`src/design/hfc_pkg.sv`:
```
// shared constants and types of the fifo configuration register bank
package hfc_pkg;

  // register indices; byte address is four times the index
  localparam logic [7:0] SEQ_FIRST_IDX  = 8'h0B;
  localparam logic [7:0] FILL_THR_IDX   = 8'h0C;
  localparam logic [7:0] ORG_MODE_IDX   = 8'h0D;
  localparam logic [7:0] CFG_STATUS_IDX = 8'h10;

  // sequence_first_fifo fields
  localparam int FIRST_DIR_POS = 0;
  localparam int FIRST_NUM_LSB = 1;
  localparam int FIRST_NUM_MSB = 4;

  // fifo_fill_threshold fields
  localparam int THR_TX_LSB = 0;
  localparam int THR_TX_MSB = 3;
  localparam int THR_RX_LSB = 4;
  localparam int THR_RX_MSB = 7;
  localparam int THR_STEP_SHIFT = 4;

  // fifo_organisation_mode fields
  localparam int CNT_SEL_LSB = 0;
  localparam int CNT_SEL_MSB = 1;
  localparam int FLOW_LSB    = 2;
  localparam int FLOW_MSB    = 3;
  localparam int ONE_DIR_POS = 4;
  localparam int ONE_RX_POS  = 5;

  // reset values
  localparam logic [3:0] THR_TX_RST    = 4'h1;
  localparam logic [3:0] THR_RX_RST    = 4'h1;
  localparam logic [3:0] FIRST_NUM_RST = 4'h0;
  localparam logic       FIRST_DIR_RST = 1'b0;
  localparam logic [1:0] CNT_SEL_RST   = 2'h0;

  // fifo organisation: bidirectional sizes; one-direction doubles them
  localparam logic [4:0] FIFO_CNT_16 = 5'h10;
  localparam logic [4:0] FIFO_CNT_8  = 5'h08;
  localparam logic [4:0] FIFO_CNT_4  = 5'h04;
  localparam logic [9:0] FIFO_SZ_64  = 10'h040;

  typedef enum logic [1:0] {
    HFC_SIMPLE_FLOW   = 2'b00,
    HFC_CHANNEL_FLOW  = 2'b01,
    HFC_BAD_FLOW      = 2'b10,
    HFC_SEQUENCE_FLOW = 2'b11
  } hfc_data_flow_e;

endpackage : hfc_pkg

```
`src/design/hfc_fifo_config_regs.sv`:
```
// apb register bank that configures the fifo array organisation and data flow
// Behaviour
// - first-fifo used only in sequence flow
// - first-fifo bit0 direction, 0 tx, 1 rx
// - first-fifo bits 4..1 number, 7..5 reserved
// - low nibble: shared tx threshold, 16-byte steps
// - high nibble: shared rx threshold, 16-byte steps
// - bidirectional count/size codes, fourth code forbidden
// - one-direction doubles size, upper codes forbidden
// - mode bits 3..2 select data flow
// - bit4 one-direction, bit5 picks its direction
//
// The APB interface to the registers was left to the implementer.
`timescale 1ns/1ps
`default_nettype none
module hfc_fifo_config_regs (
  input  wire logic        ref_clk,
  input  wire logic        rst_n,
  input  wire logic        psel,
  input  wire logic        penable,
  input  wire logic        pwrite,
  input  wire logic [9:0]  paddr,
  input  wire logic [31:0] pwdata,
  output logic             pready,
  output logic             pslverr,
  output logic [31:0]      prdata,
  output logic [7:0]       txThresholdBytes,
  output logic [7:0]       rxThresholdBytes,
  output logic [4:0]       fifoCount,
  output logic [9:0]       fifoSizeBytes,
  output logic             txFifosPresent,
  output logic             rxFifosPresent,
  output logic             simpleFlow,
  output logic             channelSelectFlow,
  output logic             sequenceFlow,
  output logic [3:0]       seqFirstNum,
  output logic             seqFirstIsReceive,
  output logic             configError
);

  typedef struct packed {
    logic                    pready;
    logic                    pslverr;
    logic [31:0]             prdata;
    logic [3:0]              firstNum;
    logic                    firstDir;
    logic [3:0]              thrTx;
    logic [3:0]              thrRx;
    logic [1:0]              cntSel;
    hfc_pkg::hfc_data_flow_e flow;
    logic                    oneDir;
    logic                    oneRx;
    logic [7:0]              txBytes;
    logic [7:0]              rxBytes;
    logic [4:0]              count;
    logic [9:0]              size;
    logic                    txOn;
    logic                    rxOn;
    logic [3:0]              seqNum;
    logic                    seqDir;
    logic                    badCnt;
    logic                    badFlow;
    logic                    simple;
    logic                    chan;
    logic                    seq;
    logic                    err;
  } hfc_state_s;

  hfc_state_s state_reg;
  hfc_state_s state_next;

  ////////////////////////////////////////////////////////////////////////////
  // decoding shared by both thresholds and by the address compare

  function automatic logic [7:0] thr_bytes(input logic [3:0] steps);
    thr_bytes = {steps, 4'h0};
  endfunction : thr_bytes

  function automatic logic hit(input logic [9:0] addr, input logic [7:0] idx);
    hit = (addr[9:2] == idx) && (addr[1:0] == 2'b00);
  endfunction : hit

  ////////////////////////////////////////////////////////////////////////////
  // next state

  logic accessDone;
  logic wrFirst;
  logic wrThr;
  logic wrMode;
  logic rdStatus;
  logic mapped;

  always_comb begin
    state_next = state_reg;
    // one wait state: pready rises in the second access cycle
    accessDone = psel && penable && state_reg.pready;
    wrFirst  = accessDone && pwrite && hit(paddr, hfc_pkg::SEQ_FIRST_IDX);
    wrThr    = accessDone && pwrite && hit(paddr, hfc_pkg::FILL_THR_IDX);
    wrMode   = accessDone && pwrite && hit(paddr, hfc_pkg::ORG_MODE_IDX);
    rdStatus = !pwrite && hit(paddr, hfc_pkg::CFG_STATUS_IDX);
    mapped   = hit(paddr, hfc_pkg::SEQ_FIRST_IDX) || hit(paddr, hfc_pkg::FILL_THR_IDX)
            || hit(paddr, hfc_pkg::ORG_MODE_IDX) || rdStatus;

    state_next.pready  = psel && penable && !state_reg.pready;
    state_next.pslverr = psel && penable && !state_reg.pready && !mapped;
    state_next.prdata  = 32'h0000_0000;
    if (psel && penable && !state_reg.pready && rdStatus) begin
      // status word: the only way software can see what the bank decoded
      state_next.prdata[0]    = state_reg.badCnt;
      state_next.prdata[1]    = state_reg.badFlow;
      state_next.prdata[2]    = state_reg.txOn;
      state_next.prdata[3]    = state_reg.rxOn;
      state_next.prdata[8:4]  = state_reg.count;
      state_next.prdata[14:9] = state_reg.size[9:4];
    end

    // reserved bits are dropped, they are not stored
    if (wrFirst) begin
      state_next.firstDir = pwdata[hfc_pkg::FIRST_DIR_POS];
      state_next.firstNum = pwdata[hfc_pkg::FIRST_NUM_MSB:hfc_pkg::FIRST_NUM_LSB];
    end
    if (wrThr) begin
      state_next.thrTx = pwdata[hfc_pkg::THR_TX_MSB:hfc_pkg::THR_TX_LSB];
      state_next.thrRx = pwdata[hfc_pkg::THR_RX_MSB:hfc_pkg::THR_RX_LSB];
    end
    if (wrMode) begin
      state_next.cntSel = pwdata[hfc_pkg::CNT_SEL_MSB:hfc_pkg::CNT_SEL_LSB];
      state_next.flow   = hfc_pkg::hfc_data_flow_e'(pwdata[hfc_pkg::FLOW_MSB:hfc_pkg::FLOW_LSB]);
      state_next.oneDir = pwdata[hfc_pkg::ONE_DIR_POS];
      state_next.oneRx  = pwdata[hfc_pkg::ONE_RX_POS];
    end

    // derived view, registered so that every output comes from a flop
    state_next.txBytes = thr_bytes(state_next.thrTx);
    state_next.rxBytes = thr_bytes(state_next.thrRx);

    case (state_next.cntSel)
      2'b00:   state_next.count = hfc_pkg::FIFO_CNT_16;
      2'b01:   state_next.count = hfc_pkg::FIFO_CNT_8;
      2'b10:   state_next.count = hfc_pkg::FIFO_CNT_4;
      default: state_next.count = 5'h00;
    endcase
    case (state_next.cntSel)
      2'b00:   state_next.size = hfc_pkg::FIFO_SZ_64;
      2'b01:   state_next.size = {hfc_pkg::FIFO_SZ_64[8:0], 1'b0};
      2'b10:   state_next.size = {hfc_pkg::FIFO_SZ_64[7:0], 2'b00};
      default: state_next.size = 10'h000;
    endcase
    state_next.badCnt = (state_next.cntSel == 2'b11);
    if (state_next.oneDir) begin
      state_next.size   = {state_next.size[8:0], 1'b0};
      state_next.badCnt = state_next.cntSel[1];
    end
    if (state_next.badCnt) begin
      // forbidden organisation: expose no usable fifos
      state_next.count = 5'h00;
      state_next.size  = 10'h000;
    end

    // bit five only matters with one-direction set
    state_next.txOn = !state_next.oneDir || !state_next.oneRx;
    state_next.rxOn = !state_next.oneDir || state_next.oneRx;

    state_next.badFlow = (state_next.flow == hfc_pkg::HFC_BAD_FLOW);

    // flow decode kept in flops so the outputs carry no decode glitches
    state_next.simple = (state_next.flow == hfc_pkg::HFC_SIMPLE_FLOW);
    state_next.chan   = (state_next.flow == hfc_pkg::HFC_CHANNEL_FLOW);
    state_next.seq    = (state_next.flow == hfc_pkg::HFC_SEQUENCE_FLOW);
    state_next.err    = state_next.badCnt || state_next.badFlow;

    // first-fifo values are masked outside sequence flow
    if (state_next.flow == hfc_pkg::HFC_SEQUENCE_FLOW) begin
      state_next.seqNum = state_next.firstNum;
      state_next.seqDir = state_next.firstDir;
    end else begin
      state_next.seqNum = 4'h0;
      state_next.seqDir = 1'b0;
    end
  end

  ////////////////////////////////////////////////////////////////////////////
  // state register

  always_ff @(posedge ref_clk) begin
    if (!rst_n) begin
      state_reg.pready   <= 1'b0;
      state_reg.pslverr  <= 1'b0;
      state_reg.prdata   <= 32'h0000_0000;
      state_reg.oneDir   <= 1'b0;
      state_reg.oneRx    <= 1'b0;
      state_reg.seqNum   <= 4'h0;
      state_reg.seqDir   <= 1'b0;
      state_reg.badCnt   <= 1'b0;
      state_reg.badFlow  <= 1'b0;
      state_reg.simple   <= 1'b1;
      state_reg.chan     <= 1'b0;
      state_reg.seq      <= 1'b0;
      state_reg.err      <= 1'b0;
      state_reg.thrTx    <= hfc_pkg::THR_TX_RST;
      state_reg.thrRx    <= hfc_pkg::THR_RX_RST;
      state_reg.txBytes  <= {hfc_pkg::THR_TX_RST, 4'h0};
      state_reg.rxBytes  <= {hfc_pkg::THR_RX_RST, 4'h0};
      state_reg.firstNum <= hfc_pkg::FIRST_NUM_RST;
      state_reg.firstDir <= hfc_pkg::FIRST_DIR_RST;
      state_reg.cntSel   <= hfc_pkg::CNT_SEL_RST;
      state_reg.flow     <= hfc_pkg::HFC_SIMPLE_FLOW;
      state_reg.count    <= hfc_pkg::FIFO_CNT_16;
      state_reg.size     <= hfc_pkg::FIFO_SZ_64;
      state_reg.txOn     <= 1'b1;
      state_reg.rxOn     <= 1'b1;
    end else begin
      state_reg <= state_next;
    end
  end

  ////////////////////////////////////////////////////////////////////////////
  // outputs

  assign pready            = state_reg.pready;
  assign pslverr           = state_reg.pslverr;
  assign prdata            = state_reg.prdata;
  assign txThresholdBytes  = state_reg.txBytes;
  assign rxThresholdBytes  = state_reg.rxBytes;
  assign fifoCount         = state_reg.count;
  assign fifoSizeBytes     = state_reg.size;
  assign txFifosPresent    = state_reg.txOn;
  assign rxFifosPresent    = state_reg.rxOn;
  assign simpleFlow        = state_reg.simple;
  assign channelSelectFlow = state_reg.chan;
  assign sequenceFlow      = state_reg.seq;
  assign seqFirstNum       = state_reg.seqNum;
  assign seqFirstIsReceive = state_reg.seqDir;
  assign configError       = state_reg.err;

endmodule : hfc_fifo_config_regs
`default_nettype wire

```
`config.mk`:
```
export PLATFORM = sky130hd
export DESIGN_NAME = hfc_fifo_config_regs
export DESIGN_NICKNAME = d
export VERILOG_FILES = /design/src/design/hfc_pkg.sv /design/src/design/hfc_fifo_config_regs.sv
export SDC_FILE = /design/constraint.sdc
export NUM_CORES = 1
export LEC_CHECK = 0
export BUFFER_PORTS_ARGS = -buffer_cell sky130_fd_sc_hd__buf_2
export CORE_MARGIN = 2
export CORE_UTILIZATION = 33
export CTS_CLUSTER_SIZE = 20
export DETAILED_ROUTE_END_ITERATION = 6
export GPL_ROUTABILITY_DRIVEN = 0
export PLACE_DENSITY = 0.64
export SKIP_LAST_GASP = 1
export SLEW_MARGIN = 15
export SYNTH_ARGS = -nofsm -noshare
export SYNTH_HDL_FRONTEND = slang
export SYNTH_SLANG_ARGS = --single-unit
```
`constraint.sdc`:
```
create_clock -name ref_clk -period 2.2 [get_ports ref_clk]
set_input_delay 0.44 -clock ref_clk [delete_from_list [all_inputs] [get_ports ref_clk]]
set_output_delay 0.44 -clock ref_clk [all_outputs]
set_load 0.01 [all_outputs]
```
* After elaboration in Yosys (flattened, before gate mapping)
Cells that the tools add are included.
** Word-level totals
- Register bits :: 89
- Input bits :: 47
- Output and inout bits :: 76
** Cells by class
- Equal/unequal tests :: 10
- Muxes and demuxes :: 8
- Bitwise logic cells :: 1
- Reduce and logical (&&, ||, !) cells :: 32
** Operators by type and width (number)
- one-hot mux 9 bit (3 select lines) :: 1
- equality test 8 x 4 -> 1 bit, second input constant :: 3
- 2-to-1 mux 15 bit :: 1
- one-hot mux 5 bit (3 select lines) :: 1
- logical AND 1 bit :: 14
- 2-to-1 mux 10 bit :: 1
- equality test 2 bit, second input constant :: 4
- equality test 8 x 5 -> 1 bit, second input constant :: 1
- 2-to-1 mux 8 bit :: 1
- logical NOT 2 bit :: 3
- logical OR 1 bit :: 6
- 2-to-1 mux 6 bit :: 1
- logical NOT 1 bit :: 5
- 2-to-1 mux 5 bit :: 1
- equality test 2 x 1 -> 1 bit, second input constant :: 2
- AND reduction 2 bit :: 2
- OR reduction 3 bit :: 1
- OR reduction 2 bit :: 1
- 2-to-1 mux 1 bit :: 1
- inverter 1 bit :: 1

* Longest topological paths before layout
Gate-level depths: netlist of run 1.
- Word-level depth :: 9
- Depth in mapped cells :: 6
- Gate-level depth less buffers :: 4

* Least setup slack after synthesis of run 1
OpenSTA, ideal clock, no wires.
- Path kind :: input-to-reg
- Start :: in paddr[9]
- End :: reg state_reg, in the netlist fifoSizeBytes[6]
- Data arrival time :: 2.189 ns
- Required time :: 2.138 ns
- Setup slack :: -0.051 ns
- Stages on the path :: 5
- Buffers on the path :: 1
- Cell sequence :: or4_4 -> or4_4 -> buf_6 -> or4_1 -> nand3_1
** On the way
- Cells in the longest elaborated chain, start to end :: 8
- Elaborated cells on any way between the ends :: 12
** Ends and longest elaborated chain
- from (decl) :: RTL line hfc_fifo_config_regs.sv:22 : input wire logic [9:0] paddr,
- equality test 8 x 4 -> 1 bit (*) :: RTL line hfc_fifo_config_regs.sv:80 : hit = (addr[9:2] == idx) && (addr[1:0] == 2'b00);
- logical AND 1 bit (*) :: RTL line hfc_fifo_config_regs.sv:80
- logical AND 1 bit (*) :: RTL line hfc_fifo_config_regs.sv:99 : wrMode = accessDone && pwrite && hit(paddr, hfc_pkg::ORG_MODE_IDX);
- 2-to-1 mux 6 bit (*) :: RTL line hfc_fifo_config_regs.sv:126 : if (wrMode) begin
- equality test 2 bit, or another cell as far along :: RTL line hfc_fifo_config_regs.sv:143 : case (state_next.cntSel)
- one-hot mux 9 bit (3 select lines) :: RTL line hfc_fifo_config_regs.sv:143
- 2-to-1 mux 10 bit :: RTL line hfc_fifo_config_regs.sv:150 : if (state_next.oneDir) begin
- 2-to-1 mux 15 bit (*) :: RTL line hfc_fifo_config_regs.sv:154 : if (state_next.badCnt) begin
- to (decl) :: RTL line hfc_fifo_config_regs.sv:69 : hfc_state_s state_reg;
Every way passes the cells marked *; elsewhere a longest branch is shown, timed or not.
A chain may end at the register's enable or synchronous reset.

* Worst setup path after layout of run 1
- Start :: in paddr[9]
- End :: reg state_reg, in the netlist seqFirstNum[0]
** On the way
- Cells in the longest elaborated chain, start to end :: 6
- Elaborated cells on any way between the ends :: 10
** Ends and longest elaborated chain
- equality test 8 x 4 -> 1 bit :: RTL line hfc_fifo_config_regs.sv:80
- logical AND 1 bit :: RTL line hfc_fifo_config_regs.sv:80
- logical AND 1 bit :: RTL line hfc_fifo_config_regs.sv:99
- 2-to-1 mux 6 bit :: RTL line hfc_fifo_config_regs.sv:126
- equality test 2 bit :: RTL line hfc_fifo_config_regs.sv:173 : if (state_next.flow == hfc_pkg::HFC_SEQUENCE_FLOW) begin
- AND reduction 2 bit (no source line)
Several ways; a longest one is shown, not always the timed one.

==> summary.md, run 1 <==
| Metric | Value |
|---|---|
| Critical path launch point type | input pin |
| Post-synthesis cell type count | 40 |
| Final hold violation count | 0 |
| Syn Inst Count | 261 |
| LEAKAGE | 1.34 nW |
| Synth top area share | 41.8% |
| CTS tree | done |
| Via/cell ratio | 4.03 |
| CTS root buffer | clkbuf_8 |
| Post-Layout Inst Area | about 2800 µm² |
| Clock power share | 42.5% |
| Clock tree buffer depth | 2 |
| Worst hold stages | 3 |
| Max-slew violation count | 0 |
| Post-route antenna net violation count | 0 |
| YS warnings | 0 |
| Comb power frac | under 10% |
| Total CTS buffers | 5 |
| Core Region | 7290 µm² |
| Final WL | 4240 µm |
| Netlist Area Pre-Place | 2490 µm² |
| Fin crit share | between 90 and 100% |
| Seq/Total Area, Yosys | 41.8% |
| Switch share | 21.3% |
| Via count | 1,608 |
| Dpl cells | 391 |
| Min Tclk post-route | between 2 and 2.5 ns |
| Die area | 8260 µm² |
| P_int | between 0.001 and 0.0015 W |
| Die Span Y | 90.9 µm |
| Peak supply drop | 0.404 mV |
| IO Pins | 123 |
| CTS clk-pin slew, worst paths | 0.10 ns |
| Largest net degree at the start of global routing | 19 |
| Global-route wire length before repair | 6720 µm |
| CP Max Fanout | 5 |
| Row cnt | 31 |
| Fmax | 485 MHz |
| Worst Path Required | 2.40 ns |
| H-Tree Depth | 2 |
| Finished Layout Cells | 399 |
| Max_cap viols | 0 |
| IO buf count | roughly 60 |
| Total GRT Usage | 10.2% |
| Flops & latches, synth | 52 |
| Residual DRC | 0 |
| Status | finished, final reports clean |
| Largest register FFs | 13 |
| Detailed placement HPWL | 3120 µm |
| Final net count | 346 |
| EDFF count, synth | 0 |
| Pre-antenna DRT Iters | 4 |
| Top_reg_cell synth | dfxtp_1 |
| Overflow after GRT | 0 |
| Avg Synthesized Cell Area | 9.55 µm² |
| Ant diodes | 0 |
| Total setup buffers inserted after CTS | 0 |
| Async SR Flop Fraction | 0% |
| Initial Util | 34.2% |
| P_sw | 0.000387 W |
| Placed cell area | about 2600 µm² |
| Cells on worst reg2reg path | 5 |
| Sequential cell area | 1040 µm² |
| Wire length per cell | 10.6 µm |
| First DRT Iteration DRCs | 40 |
| Unrepaired setup endpoints after global routing | no |
| Layout cells sized above 1 | a little under 30% |
| Post-cts sizing count | 0 |
| Hold-fix buffers, CTS | 0 |
| Clock Latency Late Sink | 0.30 ns |
| WP data arrival | ~2.3 ns |
| Synth area leader | dfxtp_1 |
| Initial antenna violation count | 0 |
| Synth top area cells | dfxtp_1 42%, buf_4 20%, mux2i_1 8.4% |
| Final setup fails | 0 |
| Setup Crit Path Kind | in -> reg |
| Vias in the first global route | 1,421 |
| Final Skew | 0.0119 ns |
| Pwr dens | 661 nW/µm² |
| Sequential share of power | 51.8% |
| TritonCTS Sinks | 52 |
| Hold Crit Class | in -> reg |
| CP endpoint kind | flop |
| Layout area overhead | 10.6% |
| Worst hold margin | 0.402 ns |
| Die W | 90.9 µm |
| Multi-input gate area in the final layout | 1020 µm² |
| Final Core Density | 37.8% |
| Filler cell count | 772 |
## placed cells by master, fill, tap and decap left out, types with 2 or more instances in the layout
| cell | synthesis | routed |
|---|---|---|
| o21ai_0 | 5 | 5 |
| or4_1 | 2 | 2 |
| nand3b_1 | 3 | 3 |
| xnor2_1 | 2 | 2 |
| buf_12 | 0 | 2 |
| clkbuf_8 | 0 | 5 |
| or2_2 | 3 | 3 |
| nor3_1 | 4 | 4 |
| inv_1 | 3 | 3 |
| buf_2 | 1 | 61 |
| o21a_1 | 2 | 2 |
| dfxtp_1 | 52 | 52 |
| and3_1 | 3 | 3 |
| and2_1 | 12 | 12 |
| nand2_1 | 9 | 9 |
| conb_1 | 1 | 38 |
| nor2b_1 | 21 | 21 |
| nor2_1 | 12 | 12 |
| buf_4 | 67 | 10 |
| bufinv_16 | 0 | 2 |
| nand3_1 | 4 | 4 |
| or4_4 | 2 | 2 |
| nand4b_1 | 3 | 3 |
| mux2i_1 | 21 | 21 |
## synth_stat cells (4+ instances only)
cell type,number
nand2_1,9
buf_4,67
o21ai_0,5
dfxtp_1,52
nor2b_1,21
clkbuf_1,10
nor3_1,4
and2_1,12
nor2_1,12
nand3_1,4
mux2i_1,21
## cells by family (layout without fill, tap and decap cells)
logic type,Yosys count,count (layout),share of synthesized area (%)
mux,22,22,9.04
compound gates,15,15,4.22
buf+inv,82,84,22.8
flops,52,52,41.8
other cells,1,38,0.150
simple gates,87,87,21.3
xor+xnor,2,2,0.703
## power groups by stage
stage               Sequential, W  Clock [W]  Combinational [W]
floorplan                0.000967          0           0.000112
global placement         0.000966          0           0.000101
detailed placement       0.000966          0           0.000102
CTS                      0.000944   0.000797           0.000102
global route             0.000945   0.000832           0.000114
finish                   0.000944   0.000775           0.000103
## per-layer routing
metal	vias up	track usage, %	routed length [µm]
met3	2	3.09	274
met4	0	3.28	28
li1	825	-	-
met5	-	0	0
met2	59	17.8	2020
met1	722	12.0	1920
## metrics by stage
| step | TNS [ns] | setup WS (ns) | total power [W] |
|---|---|---|---|
| after detailed placement | -2.09 | -0.218 | 0.00107 |
| after floorplan | 0 | 0.0692 | 0.00108 |
| after global placement | -2.14 | -0.235 | 0.00107 |
| after CTS | 0 | 0.0648 | 0.00184 |
| final | 0 | 0.137 | 0.00182 |
| after global routing | 0 | 0.0715 | 0.00189 |
## layout make-up
type / instances / share of cell area, %
Sequential cell: 52 / 37.8
Multi-Input combinational cell: 164 / 37.1
Timing Repair Buffer: 73 / 15.3
Tap cell: 99 / 4.49
Clock buffer: 5 / 2.50
Clock inverter: 3 / 2.50
Inverter: 3 / 0.409
## worst paths after layout
kind	slack, ns	start	endpoint
max	0.14	paddr[9]	seqFirstNum[0]$_SDFF_PN0_
min	0.40	pwdata[7]	rxThresholdBytes[7]$_SDFFE_PN0P_
max reg2reg	0.42	pready$_SDFF_PN0_	simpleFlow$_SDFF_PN1_
min reg2reg	0.43	state_reg[4]$_SDFF_PN0_	prdata[1]$_SDFF_PN0_
## worst max-delay path, cell delays in order
cell and delay [ns]:
buf_2 0.09, or4_4 0.53, buf_4 0.17, or4_1 0.69, mux2i_1 0.27, nor2_1 0.07
No activity file was read; power rests on OpenSTA's default activity.
==> run 2, diff against run 1 <==
CELL_PAD_IN_SITES_DETAIL_PLACEMENT = 1   (was unset)
CELL_PAD_IN_SITES_GLOBAL_PLACEMENT = 1   (was unset)
CORE_UTILIZATION = 30   (was 33)
PLACE_DENSITY = 0.77   (was 0.64)
==> run 2 against run 1 <==
Effect of this change: clock power shrank 30%; global-route usage rose by 0.74 points; final area down 2.3%; clock skew shrank 0.0022 ns; critical endpoint is now channelSelectFlow$_SDFF_PN0_; non-clock buffer count shrank 1; wire length grew 13%; sequential cell count did not move; sequential power about the same; first-iteration DRC count down 25%; via count is 3.6% higher.
==> summary.md, run 2 (same netlist as run 1, synthesis figures left out) <==
| Metric | Value |
|---|---|
| Final Skew | 0.00971 ns (was 0.0119 ns) |
| Total setup buffers inserted after CTS | 0 (unchanged) |
| Hold-fix buffers, CTS | 0 (unchanged) |
| Unrepaired setup endpoints after global routing | no (unchanged) |
| Filler cell count | 972 (was 772) |
| Via/cell ratio | 4.12 (was 4.03) |
| Cells on worst reg2reg path | 4 (was 5) |
| Largest register FFs | 13 (unchanged) |
| Finished Layout Cells | 404 (was 399) |
| Post-route antenna net violation count | 0 (unchanged) |
| Status | finished, final reports clean (unchanged) |
| Largest net degree at the start of global routing | 24 (was 19) |
| Vias in the first global route | 1,557 (was 1,421) |
| Worst Path Required | 2.43 ns (was 2.40 ns) |
| Layout area overhead | 8.08% (was 10.6%) |
| Peak supply drop | 0.336 mV (was 0.404 mV) |
| Die area | 9050 µm² (was 8260 µm²) |
| Detailed placement HPWL | 3550 µm (was 3120 µm) |
| Final Core Density | 33.1% (was 37.8%) |
| Place WS | -0.110 ns (was -0.218 ns) |
| Wire length per cell | 11.8 µm (was 10.6 µm) |
| Dpl cells | 396 (was 391) |
| Final net count | 345 (was 346) |
| Via count | 1,666 (was 1,608) |
| Row cnt | 33 (was 31) |
| IO buf count | 61 (unchanged) |
| Ant diodes | 0 (unchanged) |
| CTS clk-pin slew, worst paths | 0.09 ns (was 0.10 ns) |
| Final setup fails | 0 (unchanged) |
| Fmax | 506 MHz (was 485 MHz) |
| Hold path start | pwdata[6] (was pwdata[7]) |
| Post-cts sizing count | 0 (unchanged) |
| Clock tree buffer depth | 2 (unchanged) |
| Min Tclk post-route | 1.98 ns (was 2.06 ns) |
| Final WL | 4790 µm (was 4240 µm) |
| Final hold violation count | 0 (unchanged) |
| Total CTS buffers | 5 (unchanged) |
| Hold endpoint | rxThresholdBytes[6]$_SDFFE_PN0P_ (was rxThresholdBytes[7]$_SDFFE_PN0P_) |
| Placed cell area | 2610 µm² (was 2620 µm²) |
| CP endpoint kind | flop (unchanged) |
| Core Region | 8130 µm² (was 7290 µm²) |
| H-Tree Depth | 2 (unchanged) |
| Total GRT Usage | 11.0% (was 10.2%) |
| Most frequent cells in the layout | 61 x buf_2, 52 x dfxtp_1, 38 x conb_1, 21 x mux2i_1, 21 x nor2b_1 (unchanged) |
| Hold Crit Class | in -> reg (unchanged) |
| CP Max Fanout | 23 (was 5) |
| LEAKAGE | 1.31 nW (was 1.34 nW) |
| WP data arrival | 2.20 ns (was 2.26 ns) |
| Global-route wire length before repair | 7660 µm (was 6720 µm) |
| Setup Crit Path Kind | in -> reg (unchanged) |
| TritonCTS Sinks | 52 (unchanged) |
| Initial antenna violation count | 0 (unchanged) |
| Initial Util | 30.6% (was 34.2%) |
| Commonest non-fill, non-tap cell in the layout | buf_2 (unchanged) |
| Die W | 95.2 µm (was 90.9 µm) |
| Max_cap viols | 0 (unchanged) |
| Layout cells sized above 1 | 29.1% (was 29.3%) |
| Critical path launch point type | input pin (unchanged) |
| Residual DRC | 0 (unchanged) |
| CTS tree | done (unchanged) |
| CTS root buffer | clkbuf_8 (unchanged) |
| Die Span Y | 95.2 µm (was 90.9 µm) |
| FF-to-FF setup slack | 0.42 ns (about the same) |
| Fin crit share | 89.8% (was 93.8%) |
| Overflow after GRT | 0 (unchanged) |
| Worst hold stages | 3 (unchanged) |
| IO Pins | 123 (unchanged) |
| RR Startpoint | pready$_SDFF_PN0_ (unchanged) |
| R2r endpoint | channelSelectFlow$_SDFF_PN0_ (was simpleFlow$_SDFF_PN1_) |
| Post-Layout Inst Area | 2690 µm² (was 2760 µm²) |
| First DRT Iteration DRCs | 30 (was 40) |
| Pwr dens | 590 nW/µm² (was 661 nW/µm²) |
| Pre-antenna DRT Iters | 3 (was 4) |
| Clock Latency Late Sink | 0.30 ns (about the same) |
| Max-slew violation count | 0 (unchanged) |
| Worst setup margin | 0.224 ns (was 0.137 ns) |
run 2: report_power, final:
part / leakage, nW / switching (W) / internal, W
registers: 0.420 / 0.00000107 / 0.000943
clock network: 0.0479 / 0.000317 / 0.000223
logic: 0.842 / 0.0000717 / 0.0000336
run 2: layout make-up:
| type | count | area, µm² | area share (%) |
|---|---|---|---|
| Sequential cell | 52 | 1040 | 38.6 |
| Multi-Input combinational cell | 164 | 1020 | 37.9 |
| Timing Repair Buffer | 72 | 400 | 14.9 |
| Tap cell | 105 | 131 | 4.88 |
| Clock buffer | 5 | 68.8 | 2.55 |
| Clock inverter | 3 | 18.8 | 0.697 |
| Inverter | 3 | 11.3 | 0.418 |
run 2: how the worst max path moves through the flow:
stage,from,cells after the start,slack (ns),to
2_1_floorplan,paddr[9],5,0.07,fifoSizeBytes[6]$_SDFF_PN1_
3_3_place_gp,paddr[9],5,-0.07,channelSelectFlow$_SDFF_PN0_
3_5_place_dp,paddr[9],5,-0.11,channelSelectFlow$_SDFF_PN0_
4_1_cts,paddr[9],5,0.21,channelSelectFlow$_SDFF_PN0_
5_1_grt,paddr[9],5,0.13,channelSelectFlow$_SDFF_PN0_
6_report,paddr[9],5,0.22,channelSelectFlow$_SDFF_PN0_
run 2: worst max-delay path: stages:
cell and delay, ns:
buf_2 0.10, or4_4 0.53, or4_4 0.58, or3b_1 0.38, a21boi_0 0.17
run 2: routing by layer:
layer	wire length, µm	GRT usage, %
met1	2000	12.7
met2	2490	19.2
met3	269	3.95
met4	30	2.54
met5	0	0
run 2: metrics by stage:
step           power, W  hold WS, ns  setup TNS [ns]
6_report        0.00159        0.400               0
5_1_grt         0.00167        0.414               0
4_1_cts         0.00161        0.393               0
3_5_place_dp    0.00107        0.415          -0.487
3_3_place_gp    0.00107        0.416          -0.288
2_1_floorplan   0.00108        0.406               0
